### config.mk
export PLATFORM = sky130hd
export DESIGN_NAME = uvsp_i2c_slave
export DESIGN_NICKNAME = d
export VERILOG_FILES = /design/src/uvsp_pkg.sv /design/src/uvsp_i2c_slave.sv
export SDC_FILE = /design/constraint.sdc
export NUM_CORES = 1
export LEC_CHECK = 0
export ABC_AREA = 1
export BUFFER_PORTS_ARGS = -buffer_cell sky130_fd_sc_hd__clkbuf_2
export CAP_MARGIN = 20
export CORE_MARGIN = 8
export CORE_UTILIZATION = 45
export CTS_BUF_LIST = sky130_fd_sc_hd__clkbuf_4
export DETAILED_ROUTE_END_ITERATION = 10
export MAX_ROUTING_LAYER = met4
export PLACE_DENSITY = 0.65
export SLEW_MARGIN = 20
export SYNTH_ARGS = -nofsm -noshare
export SYNTH_HDL_FRONTEND = slang
export SYNTH_SLANG_ARGS = --single-unit
### constraint.sdc
create_clock -name clk -period 2.1 [get_ports clk]
set_clock_uncertainty 0.05 [all_clocks]
set_input_delay 0.21 -clock clk [delete_from_list [all_inputs] [get_ports clk]]
set_output_delay 0.21 -clock clk [all_outputs]
set_load 0.005 [all_outputs]
### src/uvsp_pkg.sv
// Constants shared by the sensor's serial slave port.
// Assumes a 20 MHz system clock and a standard-mode two-wire bus host.
package uvsp_pkg;

  localparam int unsigned CLK_HZ          = 20_000_000;
  localparam int unsigned TIMEOUT_MIN_MS  = 25;
  localparam int unsigned TIMEOUT_MAX_MS  = 35;
  // Least timeout in whole cycles, with the division rounded down.
  localparam int unsigned TIMEOUT_CYC_DEF = (CLK_HZ / 1000 * TIMEOUT_MIN_MS);

  localparam logic [6:0] ADDR_MAIN = 7'h38;
  localparam logic [6:0] ADDR_MSB  = 7'h39;
  localparam logic [6:0] ADDR_ARA  = 7'h18;

  localparam logic [7:0] CMD_RESET = 8'h06;
  localparam int unsigned CMD_SD   = 0;
  localparam int unsigned CMD_ITF_LO = 2;
  localparam int unsigned CMD_ITF_HI = 3;
  localparam int unsigned CMD_THD  = 4;
  localparam int unsigned CMD_ACK  = 5;

  localparam logic [3:0] BITS_BYTE = 4'h8;
  localparam logic [3:0] BIT_LAST  = 4'h7;

  localparam logic [1:0] SEL_LSB = 2'h0;
  localparam logic [1:0] SEL_MSB = 2'h1;
  localparam logic [1:0] SEL_ARA = 2'h2;

  typedef enum logic [2:0] {
    UVSP_IDLE, UVSP_ADDR, UVSP_ADDR_ACK, UVSP_RD_BYTE,
    UVSP_RD_ACK, UVSP_WR_BYTE, UVSP_WR_ACK, UVSP_IGNORE
  } uvsp_state_e;

endpackage

### src/uvsp_i2c_slave.sv
// Serial slave port of the UV sensor: command byte, light data reads, alert response.
// Assumes SCL and SDA come straight from pins; light data and alert events come from
// the sensor core on clk.
// What this block does
// - One eight-bit command register is held and only a bus write can load it.
// - Every sensor setting output comes from the command register alone.
// - A read is start, address with read bit, ack, one data byte, host nack, stop.
// - The port acknowledges its own address by pulling SDA low in the ack slot.
// - Clock or data low for the timeout period abandons the transfer and frees SDA.
// - Reads of 38h and 39h return the latched light result, kept apart from the command setting.
// - A write is start, address with write bit, ack, one command byte, ack, stop.
// - Address 38h takes writes and gives the low byte, 39h gives the high byte only.
// - The integration time field resets to binary 01.
// - Reading the alert response address 18h answers and clears a pending alert.
`timescale 1ns/10ps
module uvsp_i2c_slave
  import uvsp_pkg::*;
#(
  parameter int unsigned TIMEOUT_CYC = uvsp_pkg::TIMEOUT_CYC_DEF
)(
  input  wire logic        clk,
  input  wire logic        nrst,
  input  wire logic        scl_i,
  input  wire logic        sda_i,
  output logic             sda_o,
  output logic             sda_oe,
  output logic             alert_o,
  output logic             alert_oe,
  input  wire logic [15:0] light_data,
  input  wire logic        light_valid,
  input  wire logic        alert_event,
  output logic [7:0]       cmd_byte,
  output logic             cmd_shutdown,
  output logic [1:0]       cmd_integration_time_field,
  output logic             cmd_ack_threshold,
  output logic             cmd_ack_enable
);
  import uvsp_pkg::*;

  localparam int unsigned TW = $clog2(TIMEOUT_CYC + 1);
  localparam logic [TW-1:0] TMO_LAST = TW'(TIMEOUT_CYC - 1);
  localparam logic [TW-1:0] TMO_FULL = TW'(TIMEOUT_CYC);

  logic [1:0]  scl_meta_r;
  logic [1:0]  sda_meta_r;
  logic        scl_d_r;
  logic        sda_d_r;
  uvsp_state_e st_r, st_nxt;
  logic [3:0]  bitcnt_r, bitcnt_nxt;
  logic [7:0]  rx_r, rx_nxt;
  logic [7:0]  tx_r, tx_nxt;
  logic        oe_r, oe_nxt;
  logic [1:0]  sel_r, sel_nxt;
  logic [7:0]  cmd_r, cmd_nxt;
  logic [15:0] data_r;
  logic        alert_r;
  logic [TW-1:0] tmo_cnt_r;
  logic        ara_done;

  wire scl_s    = scl_meta_r[1];
  wire sda_s    = sda_meta_r[1];
  wire scl_rise = scl_s & ~scl_d_r;
  wire scl_fall = ~scl_s & scl_d_r;
  wire start_c  = scl_s & scl_d_r & sda_d_r & ~sda_s;
  wire stop_c   = scl_s & scl_d_r & ~sda_d_r & sda_s;
  wire bus_low  = ~scl_s | ~sda_s;
  wire tmo      = bus_low & (tmo_cnt_r == TMO_LAST);

  wire [6:0] addr7   = rx_r[7:1];
  wire       rw      = rx_r[0];
  wire       hit_lsb = (addr7 == ADDR_MAIN);
  wire       hit_msb = (addr7 == ADDR_MSB) & rw;
  wire       hit_ara = (addr7 == ADDR_ARA) & rw & alert_r;
  wire       hit     = hit_lsb | hit_msb | hit_ara;
  wire [1:0] sel_hit = hit_ara ? SEL_ARA : (hit_msb ? SEL_MSB : SEL_LSB);
  wire [7:0] sel_byte = (sel_r == SEL_ARA) ? {ADDR_MAIN, 1'b0} :
                        (sel_r == SEL_MSB) ? data_r[15:8] : data_r[7:0];

  assign sda_o    = 1'b0;
  assign sda_oe   = oe_r;
  assign alert_o  = 1'b0;
  assign alert_oe = alert_r & cmd_r[CMD_ACK];
  assign cmd_byte                   = cmd_r;
  assign cmd_shutdown               = cmd_r[CMD_SD];
  assign cmd_integration_time_field = cmd_r[CMD_ITF_HI:CMD_ITF_LO];
  assign cmd_ack_threshold          = cmd_r[CMD_THD];
  assign cmd_ack_enable             = cmd_r[CMD_ACK];

  always_ff @(posedge clk or negedge nrst)
  begin
    if (!nrst)
    begin
      scl_meta_r <= 2'h3;
      sda_meta_r <= 2'h3;
      scl_d_r    <= 1'b1;
      sda_d_r    <= 1'b1;
    end
    else
    begin
      scl_meta_r <= {scl_meta_r[0], scl_i};
      sda_meta_r <= {sda_meta_r[0], sda_i};
      scl_d_r    <= scl_s;
      sda_d_r    <= sda_s;
    end
  end

  // Low-time counter saturates so that one stuck-low period fires once.
  always_ff @(posedge clk or negedge nrst)
  begin
    if (!nrst)
      tmo_cnt_r <= '0;
    else if (!bus_low)
      tmo_cnt_r <= '0;
    else if (tmo_cnt_r != TMO_FULL)
      tmo_cnt_r <= tmo_cnt_r + TW'(1);
  end

  always_comb
  begin
    st_nxt     = st_r;
    bitcnt_nxt = bitcnt_r;
    rx_nxt     = rx_r;
    tx_nxt     = tx_r;
    oe_nxt     = oe_r;
    sel_nxt    = sel_r;
    cmd_nxt    = cmd_r;
    ara_done   = 1'b0;
    if (tmo)
    begin
      st_nxt = UVSP_IDLE;
      oe_nxt = 1'b0;
    end
    else if (start_c)
    begin
      st_nxt     = UVSP_ADDR;
      bitcnt_nxt = '0;
      oe_nxt     = 1'b0;
    end
    else if (stop_c)
    begin
      st_nxt = UVSP_IDLE;
      oe_nxt = 1'b0;
    end
    else
    begin
      unique case (st_r)
        UVSP_IDLE, UVSP_IGNORE:
        begin
        end
        UVSP_ADDR:
        begin
          if (scl_rise && bitcnt_r != BITS_BYTE)
          begin
            rx_nxt     = {rx_r[6:0], sda_s};
            bitcnt_nxt = bitcnt_r + 4'h1;
          end
          else if (scl_fall && bitcnt_r == BITS_BYTE)
          begin
            if (hit)
            begin
              st_nxt  = UVSP_ADDR_ACK;
              oe_nxt  = 1'b1;
              sel_nxt = sel_hit;
            end
            else
              st_nxt = UVSP_IGNORE;
          end
        end
        UVSP_ADDR_ACK:
        begin
          if (scl_fall)
          begin
            bitcnt_nxt = '0;
            if (rw)
            begin
              st_nxt = UVSP_RD_BYTE;
              tx_nxt = sel_byte;
              oe_nxt = ~sel_byte[7];
            end
            else
            begin
              st_nxt = UVSP_WR_BYTE;
              oe_nxt = 1'b0;
            end
          end
        end
        UVSP_RD_BYTE:
        begin
          if (scl_fall)
          begin
            if (bitcnt_r == BIT_LAST)
            begin
              st_nxt = UVSP_RD_ACK;
              oe_nxt = 1'b0;
            end
            else
            begin
              tx_nxt     = {tx_r[6:0], 1'b0};
              oe_nxt     = ~tx_r[6];
              bitcnt_nxt = bitcnt_r + 4'h1;
            end
          end
        end
        UVSP_RD_ACK:
        begin
          if (scl_rise)
          begin
            st_nxt   = UVSP_IGNORE;
            ara_done = (sel_r == SEL_ARA);
          end
        end
        UVSP_WR_BYTE:
        begin
          if (scl_rise && bitcnt_r != BITS_BYTE)
          begin
            rx_nxt     = {rx_r[6:0], sda_s};
            bitcnt_nxt = bitcnt_r + 4'h1;
          end
          else if (scl_fall && bitcnt_r == BITS_BYTE)
          begin
            cmd_nxt = rx_r;
            st_nxt  = UVSP_WR_ACK;
            oe_nxt  = 1'b1;
          end
        end
        UVSP_WR_ACK:
        begin
          if (scl_fall)
          begin
            st_nxt = UVSP_IGNORE;
            oe_nxt = 1'b0;
          end
        end
      endcase
    end
  end

  always_ff @(posedge clk or negedge nrst)
  begin
    if (!nrst)
    begin
      st_r     <= UVSP_IDLE;
      bitcnt_r <= '0;
      rx_r     <= '0;
      tx_r     <= '0;
      oe_r     <= 1'b0;
      sel_r    <= SEL_LSB;
      cmd_r    <= CMD_RESET;
    end
    else
    begin
      st_r     <= st_nxt;
      bitcnt_r <= bitcnt_nxt;
      rx_r     <= rx_nxt;
      tx_r     <= tx_nxt;
      oe_r     <= oe_nxt;
      sel_r    <= sel_nxt;
      cmd_r    <= cmd_nxt;
    end
  end

  // A new alert arriving with the clearing read wins.
  always_ff @(posedge clk or negedge nrst)
  begin
    if (!nrst)
    begin
      data_r  <= '0;
      alert_r <= 1'b0;
    end
    else
    begin
      if (light_valid)
        data_r <= light_data;
      alert_r <= alert_event | (alert_r & ~ara_done);
    end
  end

  logic wrote_r;
  always_ff @(posedge clk or negedge nrst)
  begin
    if (!nrst)
      wrote_r <= 1'b0;
    else if (st_nxt == UVSP_WR_ACK)
      wrote_r <= 1'b1;
  end
endmodule // uvsp_i2c_slave

# Word level (Yosys, flattened, before mapping)
# Cells that the tools add are included.
# Widths: inputs -> output; s select.
totals:
  register_bits: 75
  in_bits: 22
  output_inout_bits: 17
  elab_cells: 146
classes:
  n_addsub: 2
  eq_ne: 36
  mux: 52
  bitwise: 28
  reduce_logical: 14
ops:
  columns: ["op", "count"]
  rows:
  - ["$ne 5x5->1 const B", 10]
  - ["$mux 3", 14]
  - ["$mux 19", 2]
  - ["$mux 7", 4]
  - ["$mux 4", 6]
  - ["$add 19x1->19 const B", 1]
  - ["$eq 19x19->1 const B", 1]
  - ["$mux 1", 19]
  - ["$ne 19x19->1 const B", 1]
  - ["$pmux 3 s6", 1]
  - ["$mux 8", 2]
  - ["$eq 7x6->1 const B", 2]
  - ["$pmux 7 s2", 1]
  - ["$reduce_and 7->1", 2]
  - ["$and 1x1->1", 13]
  - ["$pmux 4 s3", 1]
  - ["$not 1->1", 11]
  - ["$ne 2x2->1 const B", 5]
  - ["$reduce_and 10->1", 1]
  - ["$eq 3x3->1 const B", 3]
  - ["$ne 3x3->1 const B", 3]
  - ["$reduce_and 9->1", 1]
  - ["$reduce_bool 9->1", 1]
  - ["$reduce_and 8->1", 1]
  - ["other kinds (21)", 26]

# Longest topological paths before layout
# Gate-level depths: netlist of run 1.
depth:
  ltp_word: 11
  depth_mapped: 11
  ltp_nobuf: 11

# Worst setup path before layout of run 1
# OpenSTA, ideal clock, no wires.
synth_timing:
  path_kind: "flip-flop to flip-flop"
  startpoint: "register tmo_cnt_r[0]"
  endpoint: "register st_r[0]"
  setup_time_ps: 117
  t_arrival_ps: 1478
  required_ps: 1933
  setup_slack_ps: 455
  path_stages_with_launch: 10
  n_path_buf: 1
  synth_period_minus_slack_ps: 1645
  cell_sequence: "dfrtp_1 > ha_1 > nand2_2 > nor2_4 > nand2_2 > nor3_4 > nor2_4 > buf_4 > nand3_1 > nand2_1"
synth_between:
  elab_chain_cells: 4
synth_rtl:
  columns: ["element", "line", "text"]
  rows:
  - ["start: declaration", "uvsp_i2c_slave.sv:57", "logic [TW-1:0] tmo_cnt_r;"]
  - ["start signal: assignment", "uvsp_i2c_slave.sv:115", "tmo_cnt_r <= tmo_cnt_r + TW'(1);"]
  - ["$eq 19x19->1 *", "uvsp_i2c_slave.sv:67", "wire tmo = bus_low & (tmo_cnt_r == TMO_LAST);"]
  - ["$and 1x1->1 *", "uvsp_i2c_slave.sv:67", null]
  - ["$ne 5x5->1 (no line) or $reduce_bool 9->1 (tied branches)", null, null]
  - ["$reduce_and 10->1 (no line)", null, null]
  - ["end signal: assignment", "uvsp_i2c_slave.sv:252", "st_r <= st_nxt;"]
  - ["end: declaration", "uvsp_i2c_slave.sv:48", "uvsp_state_e st_r, st_nxt;"]
# Mark *: on every way between the ends. The rest lies on a longest branch, timed or not.
# A chain may end at the register's enable or synchronous reset.

# Final worst setup path of run 1
layout_timing:
  startpoint: "register st_r[2]"
  endpoint: "register tx_r[2]"
layout_between:
  elab_chain_cells: 3
layout_rtl:
  columns: ["element", "line", "text"]
  rows:
  - ["$eq 3x2->1", "uvsp_i2c_slave.sv:146", "unique case (st_r)"]
  - ["$ne 2x2->1 (no line) or $reduce_bool 2->1 (tied branches)", null, null]
  - ["$reduce_and 8->1 (no line)", null, null]
  - ["end signal: assignment", "uvsp_i2c_slave.sv:255", "tx_r <= tx_nxt;"]
  - ["end: declaration", "uvsp_i2c_slave.sv:51", "logic [7:0] tx_r, tx_nxt;"]
# Several ways; a longest one is shown, not always the timed one.

==> metrics list, run 1 <==
- VDD sags by at most 0.523 mV.
* Total number of nets in the final design: 575
- The die covers 12100 um2.
* Clock latency on the worst-skew pair: 420 ps
- Entering global routing, the biggest net connects 39 pins.
* Period utilization: 0.853
* LEAKAGE: 2.23 nW
- Synthesized instance count: 492
- CP Data Required Time: 2370 ps
- Count of buffers added by post-CTS timing repair for setup: 0
- Launching element type of the critical path: register
* Critical setup path kind: register to register
- Dividing the detail-routed wire length by the instance count gives 12.3 um.
* Kind of end point of the critical path: register
* Remaining antenna violation count: 0
- Buffers placed on the I/O ports in this run total 36.
- Post-synthesis cell type count: 40
- Post-synthesis async set-or-reset flop share: 1.00
- Starting density of the core: 0.458
- Result of the run: complete, no violations
- The pre-antenna-repair detailed-routing pass consisted of 4 iterations.
- Final weighted congestion in routability-driven placement: 0.896
* Sequential cell area: 1890 um2
- The share of total power dissipated in combinational logic is 0.305.
- After synthesis, the cell types taking the most area are dfrtp_1 (42%), nand2_1 (11%), inv_1 (5.4%), dfstp_2 (5.3%), nor2_1 (5.3%).
- Data arrives at the worst endpoint at 2060 ps.
- Total power consumption of the routed design: 3.95 mW
- FMAX: 558 MHz
- Number of cell instances on the worst register-to-register path: 8
* Sum Neg Setup Slack: 0 ps
- In the synthesized netlist, the cells that appear most often are nand2_1 (119), dfrtp_1 (67), inv_1 (57).
- Clock-pin slew was measured on the worst setup and hold paths at 120 ps.
- The first routing iteration left 184 violations.
- Of the total power, registers draw 0.473.
- Of the post-synthesis cell area, the dominant cell type holds 0.424.
- Yosys printed 0 warnings.
- Number of gates resized after CTS: 0
- Cell area after technology mapping: 3960 um2
- Internal Pwr Total: 2.49 mW
- The routed design has 8.14 mm of wire.
- The synthesized design contains 75 register bits.
- Global routing finished with a remaining overflow of 0.
- Vertical die dimension: 110 um
- In the routed layout, each cell is associated on average with a via count of 5.00.
- The number of antenna violations at the first check in global routing came to 0.
- Sequential fraction of the synthesis area: 0.477
* Most common flop cell mapped by yosys: dfrtp_1
- Std cell rows: 34
- Relative area change from synthesis to final layout: 15.1%
* Tmin final: 1790 ps
- In this run the worst path has a maximum fanout of 10.
* Total track usage: 0.152
* Wire length of the first global-routing pass: 14.2 mm
- For this design the ratio of total power to cell area is 866 nW/um2.
- TritonCTS clock tree: built
* Number of sinks on the clock net: 75
- Of the total power, the share spent switching nets is 0.369.
* Reported net switching power: 1.46 mW
* I/O pin count: 39
- Prior to clock tree synthesis, the placed netlist has a worst setup slack of 331 ps.
- Average cell area after synthesis: 8.04 um2
- Number of failing hold endpoints at the final stage: 0
- In this run, CTS created clock tree buffers numbering 9.
- CTS root buffer: clkbuf_4
- The synthesized design contains 0 enable-type register cells.
* Type of the most critical hold path: input port to asynchronous set/reset pin
- In this run the deepest clock path goes through 2 buffers.
- The clock tree synthesis step divided the H-tree into 3 levels.
* Number of buffers added to fix hold violations after cts: 20
- Of the total power, the clock network draws 0.223.
- Once detailed placement completed, the half-perimeter wirelength came to 6.03 mm.
- After filler insertion, the fill cell instance count of the layout stands at 838.
- Across all setup checks in the final design, the least slack found is 309 ps.
- Among all cell types in the netlist, the one instantiated most often is nand2_1.
* Via count of the first global-routing pass: 3092
- Number of pins with negative max-slew slack in the final report: 0
- Setup repair after global routing left no endpoint under its margin.
- Multi-input gate area in the final layout: 1740 um2
* Die outline width: 110 um
- The repair_antennas step left the layout with diodes totalling 0.
- # setup viols final: 0
* Core outline area: 8640 um2
- The final route contains 3310 vias.
* Residual DRC count: 0
- Number of max-capacitance violations reported: 0
- Top cell type by total area after synthesis: dfrtp_1
- Proportion of layout cells with a drive suffix above 1: 0.191
[state kept, by name, summed over array words and instances (netlist names)]
name and flops:
bitcnt_r 4, sda_oe 1, data_r 16, scl_meta_r 2
sda_meta_r 2, tx_r 7, cmd_byte 8, tmo_cnt_r 19
st_r 3, alert_r 1, scl_d_r 1, sda_d_r 1
sel_r 2, rx_r 8
[power by group through the flow]
stage / clock (mW) / sequential [mW] / combinational [mW]
6_report: 0.878 / 1.86 / 1.20
3_3_place_gp: 0 / 1.88 / 1.14
5_1_grt: 0.987 / 1.90 / 1.42
2_1_floorplan: 0 / 1.84 / 0.926
3_5_place_dp: 0 / 1.89 / 1.17
4_1_cts: 0.918 / 1.86 / 1.20
[cells in the final DEF (no fill, tap or decap), drive strengths merged]
master,netlist,layout
o21bai,1,1
nor3b,1,1
o211ai,1,1
inv,62,63
xor2,3,3
nand4,8,8
dfstp,8,8
o22ai,4,4
clkinv,0,3
or2,1,1
bufinv,0,1
nand2,130,130
a21oi,16,16
o221ai,1,1
buf,12,5
clkinvlp,0,1
clkbuf,3,45
dfrtp,67,67
o21ai,48,48
a211oi,2,2
xnor2,1,1
mux2,10,10
conb,1,2
nor2,64,64
nand3,36,36
dlygate4sd3,0,20
nor3,6,6
ha,4,4
a31oi,1,1
nand3b,1,1
[path summary, 6_finish.rpt]
check | from | to | slack [ps]
max | st_r[2] | tx_r[2] | 310
min | nrst | tmo_cnt_r[13] | 230
max reg2reg | st_r[2] | tx_r[2] | 310
min reg2reg | sda_meta_r[0] | sda_meta_r[1] | 310
max in group asynchronous | nrst | sda_meta_r[0] | 1140
min in group clk | light_valid | data_r[10] | 230
[worst max-delay path: stages, from the launching register on]
cell     delay, ps
dfrtp_1        440
inv_1          130
nand2_2        120
nor2_4         210
nand2_2        100
a21oi_2        280
nand2_2        200
nand2_1        100
nand2_1         60
[stage by stage]
step / utilization / std cells / hold WS [ps] / instance area, um2
after floorplan: - / 493 / -136 / 3960
after global placement: 0.488 / 626 / 170 / 4220
after detailed placement: 0.488 / 626 / 170 / 4220
after CTS: 0.528 / 662 / 198 / 4560
after global routing: 0.528 / 662 / 231 / 4560
final: 0.528 / 662 / 225 / 4560
[area by class of cell]
type,instances,share of cell area
inverters,62,0.0511
clock buffers,10,0.0165
clock inverters,6,0.0143
flip-flops and latches,75,0.414
repair buffers,60,0.0934
multi-input cells,341,0.381
well taps,108,0.0297
[routing by layer]
metal | GRT usage | vias to the layer above | routed length, um
li1 | - | 1693 | -
met1 | 0.198 | 1539 | 3950
met2 | 0.222 | 64 | 3650
met3 | 0.0387 | 14 | 375
met4 | 0.0617 | 0 | 161
met5 | - | - | 0
[kinds of logic after synthesis]
family / count (synthesis) / share of synthesized area
flip-flops: 75 / 0.477
AO/OA/AOI/OAI: 74 / 0.102
adder cells (fa/ha/maj): 4 / 0.0126
multiplexers: 10 / 0.0285
AND/OR/NAND/NOR: 247 / 0.284
other: 1 / 0.000948
buffers and inverters: 77 / 0.0857
XOR/XNOR: 4 / 0.00885
Power figures use the tool's default switching activity.
==> run 2, diff against run 1 <==
--- a/config.mk
+++ b/config.mk
@@ -5,7 +5,6 @@
 export SDC_FILE = /design/constraint.sdc
 export NUM_CORES = 1
 export LEC_CHECK = 0
-export ABC_AREA = 1
 export BUFFER_PORTS_ARGS = -buffer_cell sky130_fd_sc_hd__clkbuf_2
 export CAP_MARGIN = 20
 export CORE_MARGIN = 8
@@ -13,7 +12,7 @@
 export CTS_BUF_LIST = sky130_fd_sc_hd__clkbuf_4
 export DETAILED_ROUTE_END_ITERATION = 10
 export MAX_ROUTING_LAYER = met4
-export PLACE_DENSITY = 0.65
+export PLACE_DENSITY = 0.66
 export SLEW_MARGIN = 20
 export SYNTH_ARGS = -nofsm -noshare
 export SYNTH_HDL_FRONTEND = slang
==> metrics list, run 2 <==
* Wire length of the first global-routing pass: 13.6 mm
- The synthesized netlist occupies a cell area of 3840 um2.
* Critical setup path kind: register to register
- Total power consumption of the routed design: 4.11 mW
- Power spread over the standard cell area amounts to 867 nW/um2.
- The die is 108 um wide.
- Number of antenna violations at the first check in global routing: 0
* Family of cells with the greatest summed delay on the critical path: simple AND/OR/NAND/NOR gates
- For the worst-skew pair, the clock arrives at the later sink with an insertion delay of 440 ps.
- Kind of end point of the critical path: register
- Max IR drop VDD: 0.558 mV
- Final weighted congestion in routability-driven placement: 0.844
* Result of the run: complete, no violations
* Remaining Overflow, GRT: 0
- At the worst endpoint, the required time is 2360 ps.
* Tmin final: 2040 ps
* Maximum fanout count along the critical path: 8
- After synthesis, the netlist uses 56 different library cells.
* Non-filler instance count after layout: 544
- Using the TritonRoute via totals, the vias-per-cell ratio works out to 5.26.
- The routed layout has 2861 vias.
* Total track usage: 0.148
- Vertical die dimension: 108 um
- CTS built an H-tree with a depth of 3.
- Clock share of power: 0.277
- First-pass detailed-route iteration total: 4
- Sum Neg Setup Slack: 0 ps
- Starting density of the core: 0.465
* Sequential share of power: 0.462
* Fill count: 708
* Synthesized instance count: 354
- The signal on the critical path passes through ha_2, nand4_1, or3_4, o22ai_4, or4_4, buf_8, mux2_4.
* Period utilization: 0.973
- Post-synthesis register bit count: 75
- Yosys instantiated no cell more often than dfrtp_1.
* Switching share of power: 0.304
* # setup viols final: 0
- FMAX: 489 MHz
- Internal Pwr Total: 2.86 mW
* Proportion of layout cells with a drive suffix above 1: 0.349
- The critical path starts at tmo_cnt_r[1].
- Average cell area after synthesis: 10.8 um2
- Top-area cell type share of the netlist area: 0.437
* Die footprint: 11700 um2
* Top post-synthesis cells by area: dfrtp_1 (44%), mux2_2 (11%), dfstp_2 (5.5%), nor2_1 (3.8%), mux2_4 (3.1%)
- Reported net switching power: 1.25 mW
- Remaining antenna violation count: 0
- Commonest non-fill, non-tap cells in the layout: dfrtp_1 (67), nor2_1 (37), mux2_2 (37), clkbuf_2 (35), buf_4 (32)
* Number of cell instances on the worst register-to-register path: 7
- Registers with the most flip-flops: tmo_cnt_r (19), data_r (16)
- Pin placement for this block handled 39 I/O pins.
* RSZ-0062 raised after global routing: yes
* FF-to-FF End: cmd_byte[3]
* Relative area change from synthesis to final layout: 23.6%
* Post-synthesis async set-or-reset flop share: 1.00
* Slowest cell on the critical path: or3_4
- Counting the buffers created by CTS gives 9.
- Share of power burned in combinational logic: 0.260
- Antenna cells: 0
- Top cell type by total area after synthesis: dfrtp_1
- Number of failing hold endpoints at the final stage: 0
* Most instantiated cells after synthesis: dfrtp_1 (67), nor2_1 (39), mux2_2 (37)
- Number of sinks on the clock net: 75
- Clock Tree Buf Depth: 2
* Sequential fraction of the synthesis area: 0.492
* Number of pins with negative max-slew slack in the final report: 0
* Count of buffer and inverter cells on the critical path: 1
- The routed design has 7.81 mm of wire.
* TritonCTS clock tree: built
- Multi-input gate area in the final layout: 1850 um2
- Total number of nets in the final design: 460
- Once placement completed, the tool counted placed cells totaling 506.
* DR iter-0 viols: 148
- In the final routed layout, each cell accounts on average for 14.3 um.
- The most used flip-flop cell after synthesis is dfrtp_1.
- Clock transition at the registers of the reported paths: 140 ps
- Number of max-capacitance violations reported: 0
- Std cell rows: 33
* Highest cell delay on the worst timing path: 380 ps
- Via count of the first global-routing pass: 2916
- Sequential cell area: 1890 um2
- Pin count of the biggest net entering global routing: 43
* Syn. warnings: 0
* CTS root buffer: clkbuf_4
- Residual DRC count: 0
- Arr. time, crit path: 2310 ps
- Post-synth EDFFs: 0
* Type of the most critical hold path: input port to asynchronous set/reset pin
- The register with the most flip-flops in the final layout is tmo_cnt_r.
- Worst reg-to-reg setup slack: 60 ps
- The library cell used most frequently in the layout, excluding fill and tap cells, is dfrtp_1.
* DPL Wire Length: 5.48 mm
- The register with the most flip-flops in the layout has 19 of them.
- Port-buffer cells: 36
- LEAKAGE: 2.15 nW
* Core outline area: 8260 um2
- Launching element type of the critical path: register
- Start of the worst register-to-register path: tmo_cnt_r[1]
-- run 2: per-stage QoR --
step / hold slack [ps] / utilization / setup WS (ps) / cell area, um2
after floorplan: -136 / - / -9.04 / 3850
after global placement: 143 / 0.520 / 30.4 / 4290
after detailed placement: 151 / 0.520 / -9.17 / 4290
after CTS: 208 / 0.567 / 13.4 / 4680
after global routing: 235 / 0.575 / -15.7 / 4740
final: 213 / 0.575 / 56.7 / 4740
-- run 2: power by group through the flow --
stage	combinational (mW)	sequential (mW)	clock [mW]
after floorplan	0.705	1.85	0
after global placement	1.00	1.92	0
after detailed placement	1.02	1.93	0
after CTS	1.06	1.90	1.17
after global routing	1.21	1.94	1.24
final	1.07	1.90	1.14
-- run 2: cell type report --
class | instances | area share
clock buffers | 10 | 0.0158
clock inverters | 6 | 0.0240
inverters | 9 | 0.00712
multi-input cells | 250 | 0.391
flip-flops and latches | 75 | 0.398
well taps | 105 | 0.0277
repair buffers | 89 | 0.137
-- run 2: how the worst max path moves through the flow --
stage | cells past startpoint | slack (ps) | to
after floorplan | 7 | -9 | cmd_byte[0]
after global placement | 6 | 30 | tx_r[4]
after detailed placement | 6 | -9 | tx_r[1]
after CTS | 7 | 10 | tmo_cnt_r[18]
after global routing | 7 | -20 | bitcnt_r[2]
final | 7 | 60 | cmd_byte[3]
-- run 2: logic make-up (layout without fill, tap and decap cells) --
family | Yosys count | count (layout) | synth area share
xor+xnor | 15 | 15 | 0.0342
buf+inv | 30 | 114 | 0.0385
fa+ha+maj | 4 | 4 | 0.0130
simple gates | 131 | 131 | 0.182
compound gates | 46 | 46 | 0.0818
other cells | 1 | 2 | 0.000977
flops | 75 | 75 | 0.492
mux | 52 | 52 | 0.158
-- run 2: layer usage --
layer | track usage | part of all wire
met2 | 0.229 | 0.48
met1 | 0.182 | 0.46
met3 | 0.0315 | 0.046
met5 | - | 0
met4 | 0.0694 | 0.012
-- run 2: timing repair --
action	4_1_cts	5_1_grt
endpoints found under the hold margin	51	0
gates cloned	0	0
gates resized for setup	2	10
buffers inserted	0	2
pin swaps	0	1
hold buffers	20	0
endpoints found under the setup margin	7	26
